### src/rtl/dma_pkg.sv
// shared constants for the four-channel dma engine
package dma_pkg;
  localparam int NCH = 4;
  localparam int MDW = 16;

  // register byte offsets: channel n sits at n * CH_STRIDE
  localparam logic [7:0] CH_STRIDE = 8'h10;
  localparam logic [7:0] CH_SPAN   = 8'h40;
  localparam logic [3:0] OFF_SAR   = 4'h0;
  localparam logic [3:0] OFF_DAR   = 4'h4;
  localparam logic [3:0] OFF_TCR   = 4'h8;
  localparam logic [3:0] OFF_CHANNEL_CONTROL_REGISTER  = 4'hc;
  localparam logic [7:0] OFF_OPR   = 8'h40;

  // channel control fields
  localparam int B_DE   = 0;
  localparam int B_TE   = 1;
  localparam int B_IE   = 2;
  localparam int B_TS   = 3;
  localparam int B_TM   = 4;
  localparam int B_DS   = 5;
  localparam int RS_LSB = 8;
  localparam int SM_LSB = 12;
  localparam int DM_LSB = 14;

  // operation register fields
  localparam int B_DME  = 0;
  localparam int B_NMI_STOP_FLAG = 1;
  localparam int B_AE   = 2;
  localparam int PR_LSB = 8;
  localparam logic [15:0] OPR_WMASK = 16'h0301;

  // reset values
  localparam logic [15:0] CHANNEL_CONTROL_REGISTER_RST = 16'h0000;
  localparam logic [15:0] OPR_RST  = 16'h0000;
  localparam logic [15:0] TCR_RST  = 16'h0000;
  localparam logic [31:0] ADR_RST  = 32'h0000_0000;

  // encodings
  localparam logic [3:0] RS_PIN = 4'h0;
  localparam logic [1:0] AM_FIX = 2'b00;
  localparam logic [1:0] AM_INC = 2'b01;
  localparam logic [1:0] AM_DEC = 2'b10;

  // fixed priority, first entry highest
  localparam logic [1:0] PRIO [NCH] = '{2'd0, 2'd3, 2'd2, 2'd1};

  typedef enum logic [2:0] {
    ST_IDLE = 3'b000,
    ST_REQ  = 3'b001,
    ST_RD   = 3'b010,
    ST_WR   = 3'b011,
    ST_REL  = 3'b100
  } st_e;
endpackage : dma_pkg

### src/rtl/dma_req_if.sv
// request sampling signals between engine and sampler
`timescale 1ns/1ps
`default_nettype none
interface dma_req_if #(parameter int NCH = 4);
  logic           ce;
  logic [NCH-1:0] lvl_n;
  logic [NCH-1:0] edge_mode;
  logic [NCH-1:0] samp;
  logic [NCH-1:0] taken;
  logic [NCH-1:0] pend;
  modport ctl (output ce, lvl_n, edge_mode, samp, taken, input pend);
  modport smp (input ce, lvl_n, edge_mode, samp, taken, output pend);
endinterface : dma_req_if
`default_nettype wire

### src/rtl/dma_engine.sv
// four-channel dma engine: registers, arbitration, bus sequencing
// Operation
// RULE1: software uses word or long accesses, except operation and channel control registers.
// RULE2: clear channel enable before changing the request source select field.
// RULE3: nmi sets the nmi stop flag even when no channel is active.
// RULE4: nmi during a transfer halts the engine and releases the bus.
// RULE5: burst mode keeps the bus until the transfer completes.
// RULE6: cycle-steal mode releases the bus after every transfer unit.
// RULE7: software keeps the overlapped-access setting of the bus controller cleared.
// RULE8: software stops dma before sleep and restarts it only after wake-up.
// RULE9: software waiting for completion polls the transfer end flag, not sleep.
// RULE10: level requests in cycle steal are resampled early in the next unit.
// RULE11: acknowledge late in the cycle lets a held request cause an extra unit.
// RULE12: external requesters use edges and raise the next after acknowledge.
// RULE13: switching a low pin to request function with edge detection requests at once.
// RULE14: software switches the pin to request function only while it is high.
// RULE15: operation value 0x0001 enables all channels, fixed priority 0, 3, 2, 1.
// RULE16: channel control 0x1805 selects fixed dst, inc src, timer0, steal, byte, ie, de.
// RULE17: channel control 0x4405 selects inc dst, fixed src, serial0 rx, steal, byte, ie, de.
// RULE18: transfer count holds the unit count directly.
// RULE19: count reaching zero sets transfer end and, if enabled, the end interrupt.
// RULE20: nmi or address error stops all channels without transfer end flags.
`timescale 1ns/1ps
`default_nettype none
module dma_engine #(
  parameter int NCH = dma_pkg::NCH,
  parameter int MDW = dma_pkg::MDW
) (
  // clock, reset, enable
  input  wire logic             clk_sys_i,
  input  wire logic             sys_rst_i,
  input  wire logic             ce_i,
  // register port
  input  wire logic [7:0]       reg_addr_i,
  input  wire logic [31:0]      reg_wdata_i,
  input  wire logic             reg_wr_i,
  input  wire logic             reg_rd_i,
  output logic      [31:0]      reg_rdata_o,
  // events and request sources
  input  wire logic             nmi_i,
  input  wire logic [NCH-1:0]   xfer_req_n_i,
  input  wire logic [NCH-1:0]   req_pin_sel_i,
  input  wire logic [15:0]      periph_req_i,
  // system bus
  output logic                  bus_req_o,
  input  wire logic             bus_grant_i,
  output logic      [31:0]      mem_addr_o,
  output logic                  mem_rd_o,
  output logic                  mem_wr_o,
  output logic                  mem_word_o,
  output logic      [MDW-1:0]   mem_wdata_o,
  input  wire logic [MDW-1:0]   mem_rdata_i,
  input  wire logic             mem_ready_i,
  // handshake and completion
  output logic      [NCH-1:0]   xfer_ack_o,
  output logic      [NCH-1:0]   end_irq_o
);

  // priority table and address decode assume exactly four channels
  if (NCH != 4 || MDW != 16) begin : g_chk
    $error("dma_engine supports four channels and a 16-bit bus only");
  end

  logic [31:0]     sar_r  [NCH];
  logic [31:0]     dar_r  [NCH];
  logic [15:0]     tcr_r  [NCH];
  logic [15:0]     channel_control_register_r [NCH];
  logic [15:0]     opr_r;
  dma_pkg::st_e    state_r;
  logic [1:0]      cur_r;
  logic            rd_first_r;
  logic [NCH-1:0]  elig;
  logic [NCH-1:0]  te_set;
  logic [2:0]      win;
  logic            stop;
  logic            done;
  logic            mis;
  logic            ae_set;
  logic            grant_ok;
  logic            cur_word;
  logic            cur_burst;
  logic            last_unit;
  logic [31:0]     rd_val;

  dma_req_if #(.NCH(NCH)) rq ();

  dma_req_sampler #(.NCH(NCH)) u_smp (
    .clk_sys_i (clk_sys_i),
    .sys_rst_i (sys_rst_i),
    .rq        (rq)
  );

  // channel register hit, aligned to four bytes
  function automatic logic ch_hit(input logic [7:0] a);
    ch_hit = (a < dma_pkg::CH_SPAN) && (a[1:0] == 2'b00);
  endfunction : ch_hit

  // next address for fixed, increment or decrement
  function automatic logic [31:0] step(input logic [31:0] a, input logic [1:0] m, input logic w);
    logic [31:0] d;
    d = w ? 32'h0000_0002 : 32'h0000_0001;
    case (m)
      dma_pkg::AM_INC: step = a + d;
      dma_pkg::AM_DEC: step = a - d;
      default:         step = a;
    endcase
  endfunction : step

  // highest eligible channel in table order; bit 2 marks a hit
  function automatic logic [2:0] pick(input logic [NCH-1:0] e);
    pick = 3'b000;
    for (int i = NCH - 1; i >= 0; i--) begin
      if (e[dma_pkg::PRIO[i]]) begin
        pick = {1'b1, dma_pkg::PRIO[i]};
      end
    end
  endfunction : pick

  // global stop: nmi acts in its own cycle, flags hold it afterwards
  assign stop = ~opr_r[dma_pkg::B_DME] | opr_r[dma_pkg::B_NMI_STOP_FLAG]
              | opr_r[dma_pkg::B_AE] | nmi_i; // RULE4 RULE20
  assign win = pick(elig); // RULE15
  assign cur_word  = channel_control_register_r[cur_r][dma_pkg::B_TS];
  assign cur_burst = channel_control_register_r[cur_r][dma_pkg::B_TM];
  assign mis  = cur_word & (sar_r[cur_r][0] | dar_r[cur_r][0]);
  assign grant_ok = (state_r == dma_pkg::ST_REQ) && bus_grant_i && !stop
                 && channel_control_register_r[cur_r][dma_pkg::B_DE];
  assign ae_set = grant_ok && mis; // RULE20
  assign done = (state_r == dma_pkg::ST_WR) && mem_ready_i;
  assign last_unit = (tcr_r[cur_r] == 16'h0001);

  assign rq.ce = ce_i;

  for (genvar c = 0; c < NCH; c++) begin : g_ch
    logic [3:0] rs;
    logic       wsel;
    assign rs   = channel_control_register_r[c][dma_pkg::RS_LSB +: 4];
    assign wsel = reg_wr_i && ch_hit(reg_addr_i) && (reg_addr_i[5:4] == 2'(c));
    assign te_set[c] = done && (cur_r == 2'(c)) && last_unit; // RULE19

    // pin reads high while it is still a general input
    assign rq.lvl_n[c] = (rs == dma_pkg::RS_PIN)
                       ? (req_pin_sel_i[c] ? xfer_req_n_i[c] : 1'b1)
                       : ~periph_req_i[rs]; // RULE13
    assign rq.edge_mode[c] = channel_control_register_r[c][dma_pkg::B_DS];
    // idle channels sample every cycle; the active one early in its read
    assign rq.samp[c] = (state_r == dma_pkg::ST_IDLE) || (cur_r != 2'(c))
                      || ((state_r == dma_pkg::ST_RD) && rd_first_r); // RULE10 RULE11
    assign rq.taken[c] = grant_ok && !mis && (cur_r == 2'(c));
    assign elig[c] = channel_control_register_r[c][dma_pkg::B_DE] && !channel_control_register_r[c][dma_pkg::B_TE]
                   && (tcr_r[c] != 16'h0000) && rq.pend[c] && !stop;

    always_ff @(posedge clk_sys_i or posedge sys_rst_i) begin
      if (sys_rst_i) begin
        sar_r[c] <= dma_pkg::ADR_RST;
        dar_r[c] <= dma_pkg::ADR_RST;
        tcr_r[c] <= dma_pkg::TCR_RST;
      end else if (ce_i) begin
        if (done && cur_r == 2'(c)) begin
          // a unit just landed; its update beats a same-cycle write
          sar_r[c] <= step(sar_r[c], channel_control_register_r[c][dma_pkg::SM_LSB +: 2], channel_control_register_r[c][dma_pkg::B_TS]);
          dar_r[c] <= step(dar_r[c], channel_control_register_r[c][dma_pkg::DM_LSB +: 2], channel_control_register_r[c][dma_pkg::B_TS]);
          tcr_r[c] <= 16'(tcr_r[c] - 16'h0001); // RULE18
        end else if (wsel) begin
          case (reg_addr_i[3:0])
            dma_pkg::OFF_SAR: sar_r[c] <= reg_wdata_i;
            dma_pkg::OFF_DAR: dar_r[c] <= reg_wdata_i;
            dma_pkg::OFF_TCR: tcr_r[c] <= reg_wdata_i[15:0]; // RULE18
            default: ;
          endcase
        end
      end
    end

    always_ff @(posedge clk_sys_i or posedge sys_rst_i) begin
      if (sys_rst_i) begin
        channel_control_register_r[c] <= dma_pkg::CHANNEL_CONTROL_REGISTER_RST;
      end else if (ce_i) begin
        if (wsel && reg_addr_i[3:0] == dma_pkg::OFF_CHANNEL_CONTROL_REGISTER) begin
          // whole field layout decodes 0x1805 and 0x4405 as written
          channel_control_register_r[c] <= reg_wdata_i[15:0]; // RULE16 RULE17
          // transfer end clears on a written zero; a new end wins
          channel_control_register_r[c][dma_pkg::B_TE] <= te_set[c]
                                   | (channel_control_register_r[c][dma_pkg::B_TE] & reg_wdata_i[dma_pkg::B_TE]);
        end else if (te_set[c]) begin
          channel_control_register_r[c][dma_pkg::B_TE] <= 1'b1; // RULE19
        end
      end
    end

    always_ff @(posedge clk_sys_i or posedge sys_rst_i) begin
      if (sys_rst_i) begin
        end_irq_o[c] <= 1'b0;
      end else if (ce_i) begin
        end_irq_o[c] <= (channel_control_register_r[c][dma_pkg::B_TE] | te_set[c]) & channel_control_register_r[c][dma_pkg::B_IE]; // RULE19
      end
    end
  end

  // operation register: flags set by hardware, cleared by a written zero
  always_ff @(posedge clk_sys_i or posedge sys_rst_i) begin
    if (sys_rst_i) begin
      opr_r <= dma_pkg::OPR_RST;
    end else if (ce_i) begin
      if (reg_wr_i && reg_addr_i == dma_pkg::OFF_OPR) begin
        opr_r <= reg_wdata_i[15:0] & dma_pkg::OPR_WMASK; // RULE15
        opr_r[dma_pkg::B_NMI_STOP_FLAG] <= nmi_i
                               | (opr_r[dma_pkg::B_NMI_STOP_FLAG] & reg_wdata_i[dma_pkg::B_NMI_STOP_FLAG]); // RULE3
        opr_r[dma_pkg::B_AE] <= ae_set
                             | (opr_r[dma_pkg::B_AE] & reg_wdata_i[dma_pkg::B_AE]); // RULE20
      end else begin
        if (nmi_i) begin
          opr_r[dma_pkg::B_NMI_STOP_FLAG] <= 1'b1; // RULE3
        end
        if (ae_set) begin
          opr_r[dma_pkg::B_AE] <= 1'b1; // RULE20
        end
      end
    end
  end

  // register read mux
  always_comb begin
    rd_val = 32'h0000_0000;
    if (ch_hit(reg_addr_i)) begin
      case (reg_addr_i[3:0])
        dma_pkg::OFF_SAR:  rd_val = sar_r[reg_addr_i[5:4]];
        dma_pkg::OFF_DAR:  rd_val = dar_r[reg_addr_i[5:4]];
        dma_pkg::OFF_TCR:  rd_val = {16'h0000, tcr_r[reg_addr_i[5:4]]};
        dma_pkg::OFF_CHANNEL_CONTROL_REGISTER: rd_val = {16'h0000, channel_control_register_r[reg_addr_i[5:4]]};
        default:           rd_val = 32'h0000_0000;
      endcase
    end else if (reg_addr_i == dma_pkg::OFF_OPR) begin
      rd_val = {16'h0000, opr_r};
    end
  end

  // read data valid only in the cycle after the strobe
  always_ff @(posedge clk_sys_i or posedge sys_rst_i) begin
    if (sys_rst_i) begin
      reg_rdata_o <= 32'h0000_0000;
    end else if (ce_i) begin
      reg_rdata_o <= reg_rd_i ? rd_val : 32'h0000_0000;
    end
  end

  // bus sequencer: request, read, write, release
  always_ff @(posedge clk_sys_i or posedge sys_rst_i) begin
    if (sys_rst_i) begin
      state_r     <= dma_pkg::ST_IDLE;
      cur_r       <= 2'd0;
      rd_first_r  <= 1'b0;
      bus_req_o   <= 1'b0;
      mem_addr_o  <= 32'h0000_0000;
      mem_rd_o    <= 1'b0;
      mem_wr_o    <= 1'b0;
      mem_word_o  <= 1'b0;
      mem_wdata_o <= '0;
      xfer_ack_o  <= '0;
    end else if (ce_i) begin
      rd_first_r <= 1'b0;
      case (state_r)
        dma_pkg::ST_IDLE: begin
          if (win[2]) begin
            cur_r     <= win[1:0]; // RULE15
            bus_req_o <= 1'b1;
            state_r   <= dma_pkg::ST_REQ;
          end
        end
        dma_pkg::ST_REQ: begin
          if (stop || !channel_control_register_r[cur_r][dma_pkg::B_DE]) begin
            state_r <= dma_pkg::ST_REL; // RULE4
          end else if (bus_grant_i) begin
            if (mis) begin
              state_r <= dma_pkg::ST_REL; // RULE20
            end else begin
              mem_addr_o <= sar_r[cur_r];
              mem_word_o <= cur_word;
              mem_rd_o   <= 1'b1;
              rd_first_r <= 1'b1;
              state_r    <= dma_pkg::ST_RD;
            end
          end
        end
        dma_pkg::ST_RD: begin
          if (mem_ready_i) begin
            mem_rd_o <= 1'b0;
            if (stop) begin
              state_r <= dma_pkg::ST_REL; // RULE4
            end else begin
              // acknowledge only with the write; a held level may resample first
              mem_addr_o         <= dar_r[cur_r];
              mem_wdata_o        <= mem_rdata_i;
              mem_wr_o           <= 1'b1;
              xfer_ack_o[cur_r]  <= 1'b1; // RULE11
              state_r            <= dma_pkg::ST_WR;
            end
          end
        end
        dma_pkg::ST_WR: begin
          if (done) begin
            mem_wr_o   <= 1'b0;
            xfer_ack_o <= '0;
            if (cur_burst && !stop && !last_unit && channel_control_register_r[cur_r][dma_pkg::B_DE]) begin
              // burst keeps the bus; the cpu waits until the count runs out
              mem_addr_o <= step(sar_r[cur_r], channel_control_register_r[cur_r][dma_pkg::SM_LSB +: 2], cur_word); // RULE5
              mem_rd_o   <= 1'b1;
              rd_first_r <= 1'b1;
              state_r    <= dma_pkg::ST_RD;
            end else begin
              state_r <= dma_pkg::ST_REL; // RULE6
            end
          end
        end
        dma_pkg::ST_REL: begin
          // one idle cycle with the request low gives the cpu its turn
          bus_req_o <= 1'b0; // RULE4 RULE6
          mem_rd_o  <= 1'b0;
          mem_wr_o  <= 1'b0;
          state_r   <= dma_pkg::ST_IDLE;
        end
        default: begin
          bus_req_o <= 1'b0;
          state_r   <= dma_pkg::ST_IDLE;
        end
      endcase
    end
  end

endmodule : dma_engine
`default_nettype wire

### src/rtl/dma_req_sampler.sv
// per-channel request detection, edge or level
`timescale 1ns/1ps
`default_nettype none
module dma_req_sampler #(
  parameter int NCH = 4
) (
  // clock and reset
  input  wire logic clk_sys_i,
  input  wire logic sys_rst_i,
  // engine side
  dma_req_if.smp    rq
);
  logic [NCH-1:0] prev_r;
  logic [NCH-1:0] pend_r;

  assign rq.pend = pend_r;

  for (genvar c = 0; c < NCH; c++) begin : g_smp
    always_ff @(posedge clk_sys_i or posedge sys_rst_i) begin
      if (sys_rst_i) begin
        prev_r[c] <= 1'b1;
        pend_r[c] <= 1'b0;
      end else if (rq.ce) begin
        prev_r[c] <= rq.lvl_n[c];
        if (rq.edge_mode[c]) begin
          // new edge wins over the take in the same cycle
          pend_r[c] <= (prev_r[c] & ~rq.lvl_n[c]) | (pend_r[c] & ~rq.taken[c]); // RULE13
        end else if (rq.samp[c]) begin
          pend_r[c] <= ~rq.lvl_n[c]; // RULE10
        end else if (rq.taken[c]) begin
          pend_r[c] <= 1'b0;
        end
      end
    end
  end
endmodule : dma_req_sampler
`default_nettype wire

### config.mk
export PLATFORM = sky130hd
export DESIGN_NAME = dma_engine
export DESIGN_NICKNAME = d
export VERILOG_FILES = /design/src/rtl/dma_pkg.sv /design/src/rtl/dma_req_if.sv /design/src/rtl/dma_engine.sv /design/src/rtl/dma_req_sampler.sv
export SDC_FILE = /design/constraint.sdc
export NUM_CORES = 2
export LEC_CHECK = 0
export BUFFER_PORTS_ARGS = -buffer_cell sky130_fd_sc_hd__buf_4
export CAP_MARGIN = 5
export CORE_MARGIN = 4
export CORE_UTILIZATION = 28
export CTS_BUF_LIST = sky130_fd_sc_hd__clkbuf_8 sky130_fd_sc_hd__clkbuf_16
export DETAILED_ROUTE_END_ITERATION = 8
export PLACE_DENSITY = 0.53
export SETUP_SLACK_MARGIN = 0.02
export SLEW_MARGIN = 20
export SYNTH_ARGS = -nofsm -noshare
export SYNTH_HDL_FRONTEND = slang
export SYNTH_SLANG_ARGS = --single-unit
### constraint.sdc
create_clock -name clk_sys_i -period 26.5 [get_ports clk_sys_i]
set_clock_uncertainty 0.15 [all_clocks]
set_input_delay 6.625 -clock clk_sys_i [delete_from_list [all_inputs] [get_ports clk_sys_i]]
set_output_delay 6.625 -clock clk_sys_i [all_outputs]
set_load 0.02 [all_outputs]
======== After elaboration in Yosys (flattened, before gate mapping) ========
Cells that the tools add are included.
cells by class
  $lt $le $gt $ge ......................... 9
  add/sub/neg operators ................... 22
  eq/ne operators ......................... 53
  mux-type cells .......................... 154
  bitwise gates (word level) .............. 57
  reduce and logical (&&, ||, !) cells .... 148
operators by type and width
  operator                                                                  number
  32-bit 2-to-1 mux                                                         35
  32-bit one-hot mux with 2 select lines                                    9
  32-bit binary-select mux with 2-bit select                                4
  16-bit 2-to-1 mux                                                         15
  32-bit by 2-bit adder with 32-bit output                                  5
  32-bit by 2-bit subtractor with 32-bit output                             5
  32-bit adder                                                              4
  16-bit binary-select mux with 2-bit select                                4
  32-bit one-hot mux with 4 select lines                                    1
  32-bit subtractor                                                         4
  32-bit one-hot mux with 3 select lines                                    1
  16-bit nonzero test                                                       4
  16-bit by 1-bit subtractor with 16-bit output (second input constant)     4
  1-bit logical AND                                                         50
  1-bit 2-to-1 mux                                                          50
  2-bit nonzero test                                                        24
  3-bit 2-to-1 mux                                                          12
  4-bit AND reduction                                                       9
  2-bit AND reduction                                                       15
  14-bit 2-to-1 mux                                                         2
  2-bit == test (second input constant)                                     13
  3-bit by 1-bit inequality test with 1-bit output (second input constant)  8
  2-bit by 1-bit == test with 1-bit output (second input constant)          11
  4-bit logical NOT                                                         5
  other kinds (41)                                                          149
storage, ports and cells
  word-level logic and storage cells ...... 489
  output and inout bits ................... 92
  flip-flop bits (word level) ............. 495

======== Longest topological paths before layout ========
  word-level depth ........................ 13
  mapped depth ............................ 22

======== By module ========
Synthesis repeated with hierarchy kept, for this count alone.
second synthesis, totals
  cells, all modules ...................... 4,639
  area total of the unflattened synthesis .. 40,979.3 µm²
by module, submodules not included
  module           cells an instance  instances  area each (µm²)
  dma_engine       4,605              1          40,571.4
  dma_req_sampler  34                 1          407.9

======== Worst setup path before layout ========
OpenSTA, ideal clock, no wires.
  path kind ............................... input-to-reg
  from .................................... in reg_addr_i[4]
  to ...................................... reg reg_rdata_o[18]
  setup time .............................. 0.132 ns
  setup slack ............................. 17.344 ns
  arrival ................................. 8.875 ns
  cell stages on the path ................. 7
  data required time ...................... 26.218 ns
  path through ............................ buf_1 > buf_1 > clkbuf_1 > clkbuf_1 > mux4_2 > a22oi_1 > o2bb2ai_1
on the way
  cells in the longest elaborated chain, start to end .. 7
  elaborated cells on any way between the ends .. 12
  those cells by class .................... 1 x order compare; 9 x mux; 1 x bitwise; 1 x reduce/logical
ends and longest elaborated chain
  item                                                                  line                                  RTL
  start, declared                                                       dma_engine.sv:34                      input wire logic [7:0] reg_addr_i,
  2-bit inverter with 3-bit output (not written as such)                dma_engine.sv:227, dma_engine.sv:228
  32-bit binary-select mux with 2-bit select, on equally long branches  dma_engine.sv:228, dma_engine.sv:227
  32-bit 2-to-1 mux, on equally long branches (2 in series)             dma_engine.sv:228, dma_engine.sv:227
  32-bit one-hot mux with 4 select lines                                dma_engine.sv:226                     case (reg_addr_i[3:0])
  32-bit 2-to-1 mux (*)                                                 dma_engine.sv:225                     if (ch_hit(reg_addr_i)) begin
  32-bit 2-to-1 mux (*)                                                 dma_engine.sv:243                     reg_rdata_o <= reg_rd_i ? rd_val : 32'h0000_0000;
  end signal, assigned                                                  dma_engine.sv:243
  end, declared                                                         dma_engine.sv:38                      output logic [31:0] reg_rdata_o,
Mark *: on every way between the ends. The rest lies on a longest branch, timed or not. The select of a mux whose other input is x is not followed.
A chain may end at the register's enable or synchronous reset.

======== Final worst setup path ========
  from .................................... in reg_addr_i[4]
  to ...................................... reg tcr_r[16] (netlist bit)
on the way
  cells in the longest elaborated chain, start to end .. 6
  elaborated cells on any way between the ends .. 7
  those cells by class .................... 1 x order compare; 1 x eq/ne; 5 x reduce/logical
ends and longest elaborated chain
  item                                                   line               RTL
  8-bit by 7-bit less-than comparator with 1-bit output  dma_engine.sv:95   ch_hit = (a < dma_pkg::CH_SPAN) && (a[1:0] == 2'b00);
  1-bit logical AND                                      dma_engine.sv:95
  1-bit logical AND                                      dma_engine.sv:138  assign wsel = reg_wr_i && ch_hit(reg_addr_i) && (reg_addr_i[5:4] == 2'(c));
  1-bit logical AND (*)                                  dma_engine.sv:138
  2-bit nonzero test (no line) (*)                       n/a
  3-bit AND reduction (no line) (*)                      n/a
  end signal, assigned by index                          dma_engine.sv:157  tcr_r[c] <= dma_pkg::TCR_RST;
  end signal, assigned by index                          dma_engine.sv:163  tcr_r[c] <= 16'(tcr_r[c] - 16'h0001);
  end signal, assigned by index                          dma_engine.sv:168  dma_pkg::OFF_TCR: tcr_r[c] <= reg_wdata_i[15:0];
  end, declared                                          dma_engine.sv:66   logic [15:0] tcr_r [NCH];
Mark *: on every way between the ends. The rest lies on a longest branch, timed or not.

==> run_results.csv <==
group,metric,value,unit
global_routing,grt_use_total,21.1,%
logic_synthesis,synth_top_area_share,29.8,%
cts,numCtsBuffers,60,
logic_synthesis,ys.flop_type,"dfrtp_1",
logic_synthesis,ys_seq_area_share,30.1,%
cts,clk_pin_slew,0.07,ns
status,status,"finished clean",
drt,ant_nets,0,
cts,cts_buffer_depth,3,
pwr,intPower,1.32,mW
setup_path,cp.arrival,10.17,ns
global_routing,grt_max_degree,115,
setup_path,worstSetupPathType,"input port to flop",
cts,cts_setup_buffers,0,
min_path,hp-class,"flop to flop",
drt,viasPerCell,5.79,
global_routing,use_met2,32.1,%
setup_path,cp_max_fo,37,
setup_path,crit_path_start_kind,"input port",
layout,area_growth,13.6,%
cts,cts-root-buf,"clkbuf_16",
global_routing,antenna_found_initial,9,
cts,cts_tree,"done",
layout,fillers,15100,
sta,slew_headroom,24.7,%
global_routing,grt_pass1_vias,36660,
setup_path,cp-end-kind,"flop",
setup_path,required,26.87,ns
sta,fin_crit,9.80,ns
sta,grt_setup_unrepaired,"no",
sta,fmax,0.102,GHz
logic_synthesis,netlist_instances,4698,
logic_synthesis,synthTopCellsByArea,"dfrtp_1 (30%), mux4_2 (10%), ha_1 (8.7%)",
drt,drc,0,
drt,wl,168000,µm
cts,numClockSinks,495,
pwr,p_sw,484,µW
pwr,p_sw_share,26.8,%
layout,nNetsFinal,5145,
pwr,seqPwrFrac,42.8,%
layout,drive_gt1_share,14.3,%
die,fp-row-count,140,
pwr,fin_total_pwr,1.81,mW
logic_synthesis,synth_cell_types,85,
sta,hold_viol,0,
die,die_area,153000,µm²
sta,fin_crit_sh,37.0,%
drt,firstDrtPassIters,6,
job,max-cap-violations,0,
die,die_x,392,µm
cts,h-tree-depth,2,
sta,setup-tns-final,0,ns
die,coreArea,146000,µm²
global_routing,grt_pass1_wl,245000,µm
layout,multiInputGateArea,27500,µm²
logic_synthesis,yosys.area.top_type,"dfrtp_1",
drt,avgRoutedWirePerCell,24.9,µm
logic_synthesis,postSynth.asyncResetShare,100,%
sta,finalSetupViolCount,0,
sta,tightest_slew,1.12,ns
global_routing,use_met1,29.8,%
logic_synthesis,ys_warn_count,0,
logic_synthesis,synth_area_per_cell,8.78,µm²
logic_synthesis,ys_seq_elements,495,
pwr,pwr-share-clk,49.2,%
drt,via_count,39011,
pwr,vdd_ir_drop_max,41.8,µV
sta,slew_violations,0,
logic_synthesis,synth_nets,5082,
die,dieHeight,392,µm
placement,place_congestion,0.959,
placement,hpwl,127000,µm
global_routing,grt-busiest-layer,"met2",
pwr,pwr-share-comb,8.0,%
global_routing,grt_overflow,0,
logic_synthesis,synth_edf_count,0,
die,initial_core_util,28.3,%
global_routing,use_met3,3.97,%
die,ios,180,
pwr,power_density,38.5,nW/µm²
cts,ctsHoldBuffers,0,
logic_synthesis,synth_area,41200,µm²
cts,cts-resized-gates,0,
cts,clk_latency,0.69,ns
drt,initialDrtViolationCount,3693,
layout,seq_area,12400,µm²
placement,port_buffers,178,
pwr,leakagePower,21.1,nW
-- critical path, stage by stage --
cell and delay, ns:
buf_6 0.40, buf_4 0.63, buf_4 0.63, nor2_1 0.14, o21ai_0 0.86, a21oi_1 0.32
buf_4 0.29, nand3_1 0.09, o311ai_0 0.14
-- per-layer routing --
metal	part of all wire, %	vias up
met5	0.036	-
met4	3.9	8
met3	8.8	234
met2	43	1633
met1	44	19383
li1	-	17753
-- stage by stage --
stage | hold WS (ns) | instances | utilization [%] | instance area (µm²) | setup WS [ns]
global placement | 0.316 | 6615 | 30.6 | 44700 | 16.06
finish | 0.327 | 6738 | 32.1 | 46900 | 16.70
detailed placement | 0.322 | 6615 | 30.6 | 44700 | 16.06
CTS | 0.335 | 6727 | 32.1 | 46800 | 16.78
global route | 0.353 | 6728 | 32.1 | 46800 | 16.50
floorplan | 0.314 | 4698 | - | 41200 | 5.91
-- flip-flops by register name (all words and copies together) (netlist names), 3 cells and up --
signal / flops
channel_control_register_r: 64
u_smp.rq.pend: 4
mem_wdata_o: 16
opr_r: 5
xfer_ack_o: 4
reg_rdata_o: 32
mem_addr_o: 32
tcr_r: 64
dar_r: 128
state_r: 3
sar_r: 128
u_smp.prev_r: 4
end_irq_o: 4
-- cell usage after synthesis, types with 26 or more instances --
cell type  number
a21oi_1       506
dfrtp_1       491
nand2_1       468
nor2_1        431
o21ai_0       418
ha_1          287
clkbuf_1      216
mux4_2        185
a21o_1        147
xnor2_1       131
inv_1         128
a31oi_1       103
nand3_1        96
mux2_2         84
xor2_1         81
nor3_1         75
a22oi_1        67
and2_1         51
and3_1         47
nand2b_1       44
nor2b_1        43
o21bai_1       40
nand4_1        33
o21a_1         33
a211oi_1       32
buf_1          28
o211ai_1       27
nor4_1         26
-- power by group through the flow --
stage	Sequential, mW	Clock [mW]	Combinational, mW
after floorplan	0.783	0	0.0797
after CTS	0.773	0.906	0.142
after detailed placement	0.787	0	0.141
after global routing	0.774	0.933	0.154
after global placement	0.786	0	0.140
final	0.773	0.888	0.144
-- layout make-up --
type	count	area share (%)
diodes	10	0.0534
clock buffers	78	3.73
clock inverters	34	0.718
inverters	128	1.04
multi-input cells	3821	58.7
flip-flops and latches	495	26.5
well taps	1917	5.12
repair buffers	255	4.13
-- cell usage in the layout (no fill, tap or decap), types with 103 or more instances in the layout --
| master | synthesis | routed |
|---|---|---|
| buf_4 | 2 | 252 |
| a21oi_1 | 506 | 505 |
| a31oi_1 | 103 | 103 |
| o21ai_0 | 418 | 418 |
| dfrtp_1 | 491 | 489 |
| ha_1 | 287 | 287 |
| inv_1 | 128 | 134 |
| a21o_1 | 147 | 146 |
| mux4_2 | 185 | 185 |
| nand2_1 | 468 | 467 |
| xnor2_1 | 131 | 131 |
| nor2_1 | 431 | 427 |
-- path summary, 6_finish.rpt --
check	start	endpoint	slack, ns	cells past startpoint
min in group asynchronous	sys_rst_i	mem_wdata_o[3]	5.96	2
worst max-delay path	reg_addr_i[4]	tcr_r[16]	16.70	9
max in group asynchronous	sys_rst_i	sar_r[44]	18.03	4
worst max register to register	cur_r[0]	mem_addr_o[27]	20.06	18
worst min-delay path	mem_addr_o[13]	mem_addr_o[13]	0.33	2
worst min register to register	mem_addr_o[13]	mem_addr_o[13]	0.33	2
-- cells by family after synthesis --
logic type	share of synthesized area, %
muxes	12.9
and+or+nand+nor	15.4
AOI/OAI and AO/OA	24.6
buffers and inverters	3.52
adders and majority gates	9.15
xor gates and xnor gates	4.50
DFF	30.1
(Power assumes the default switching activity.)
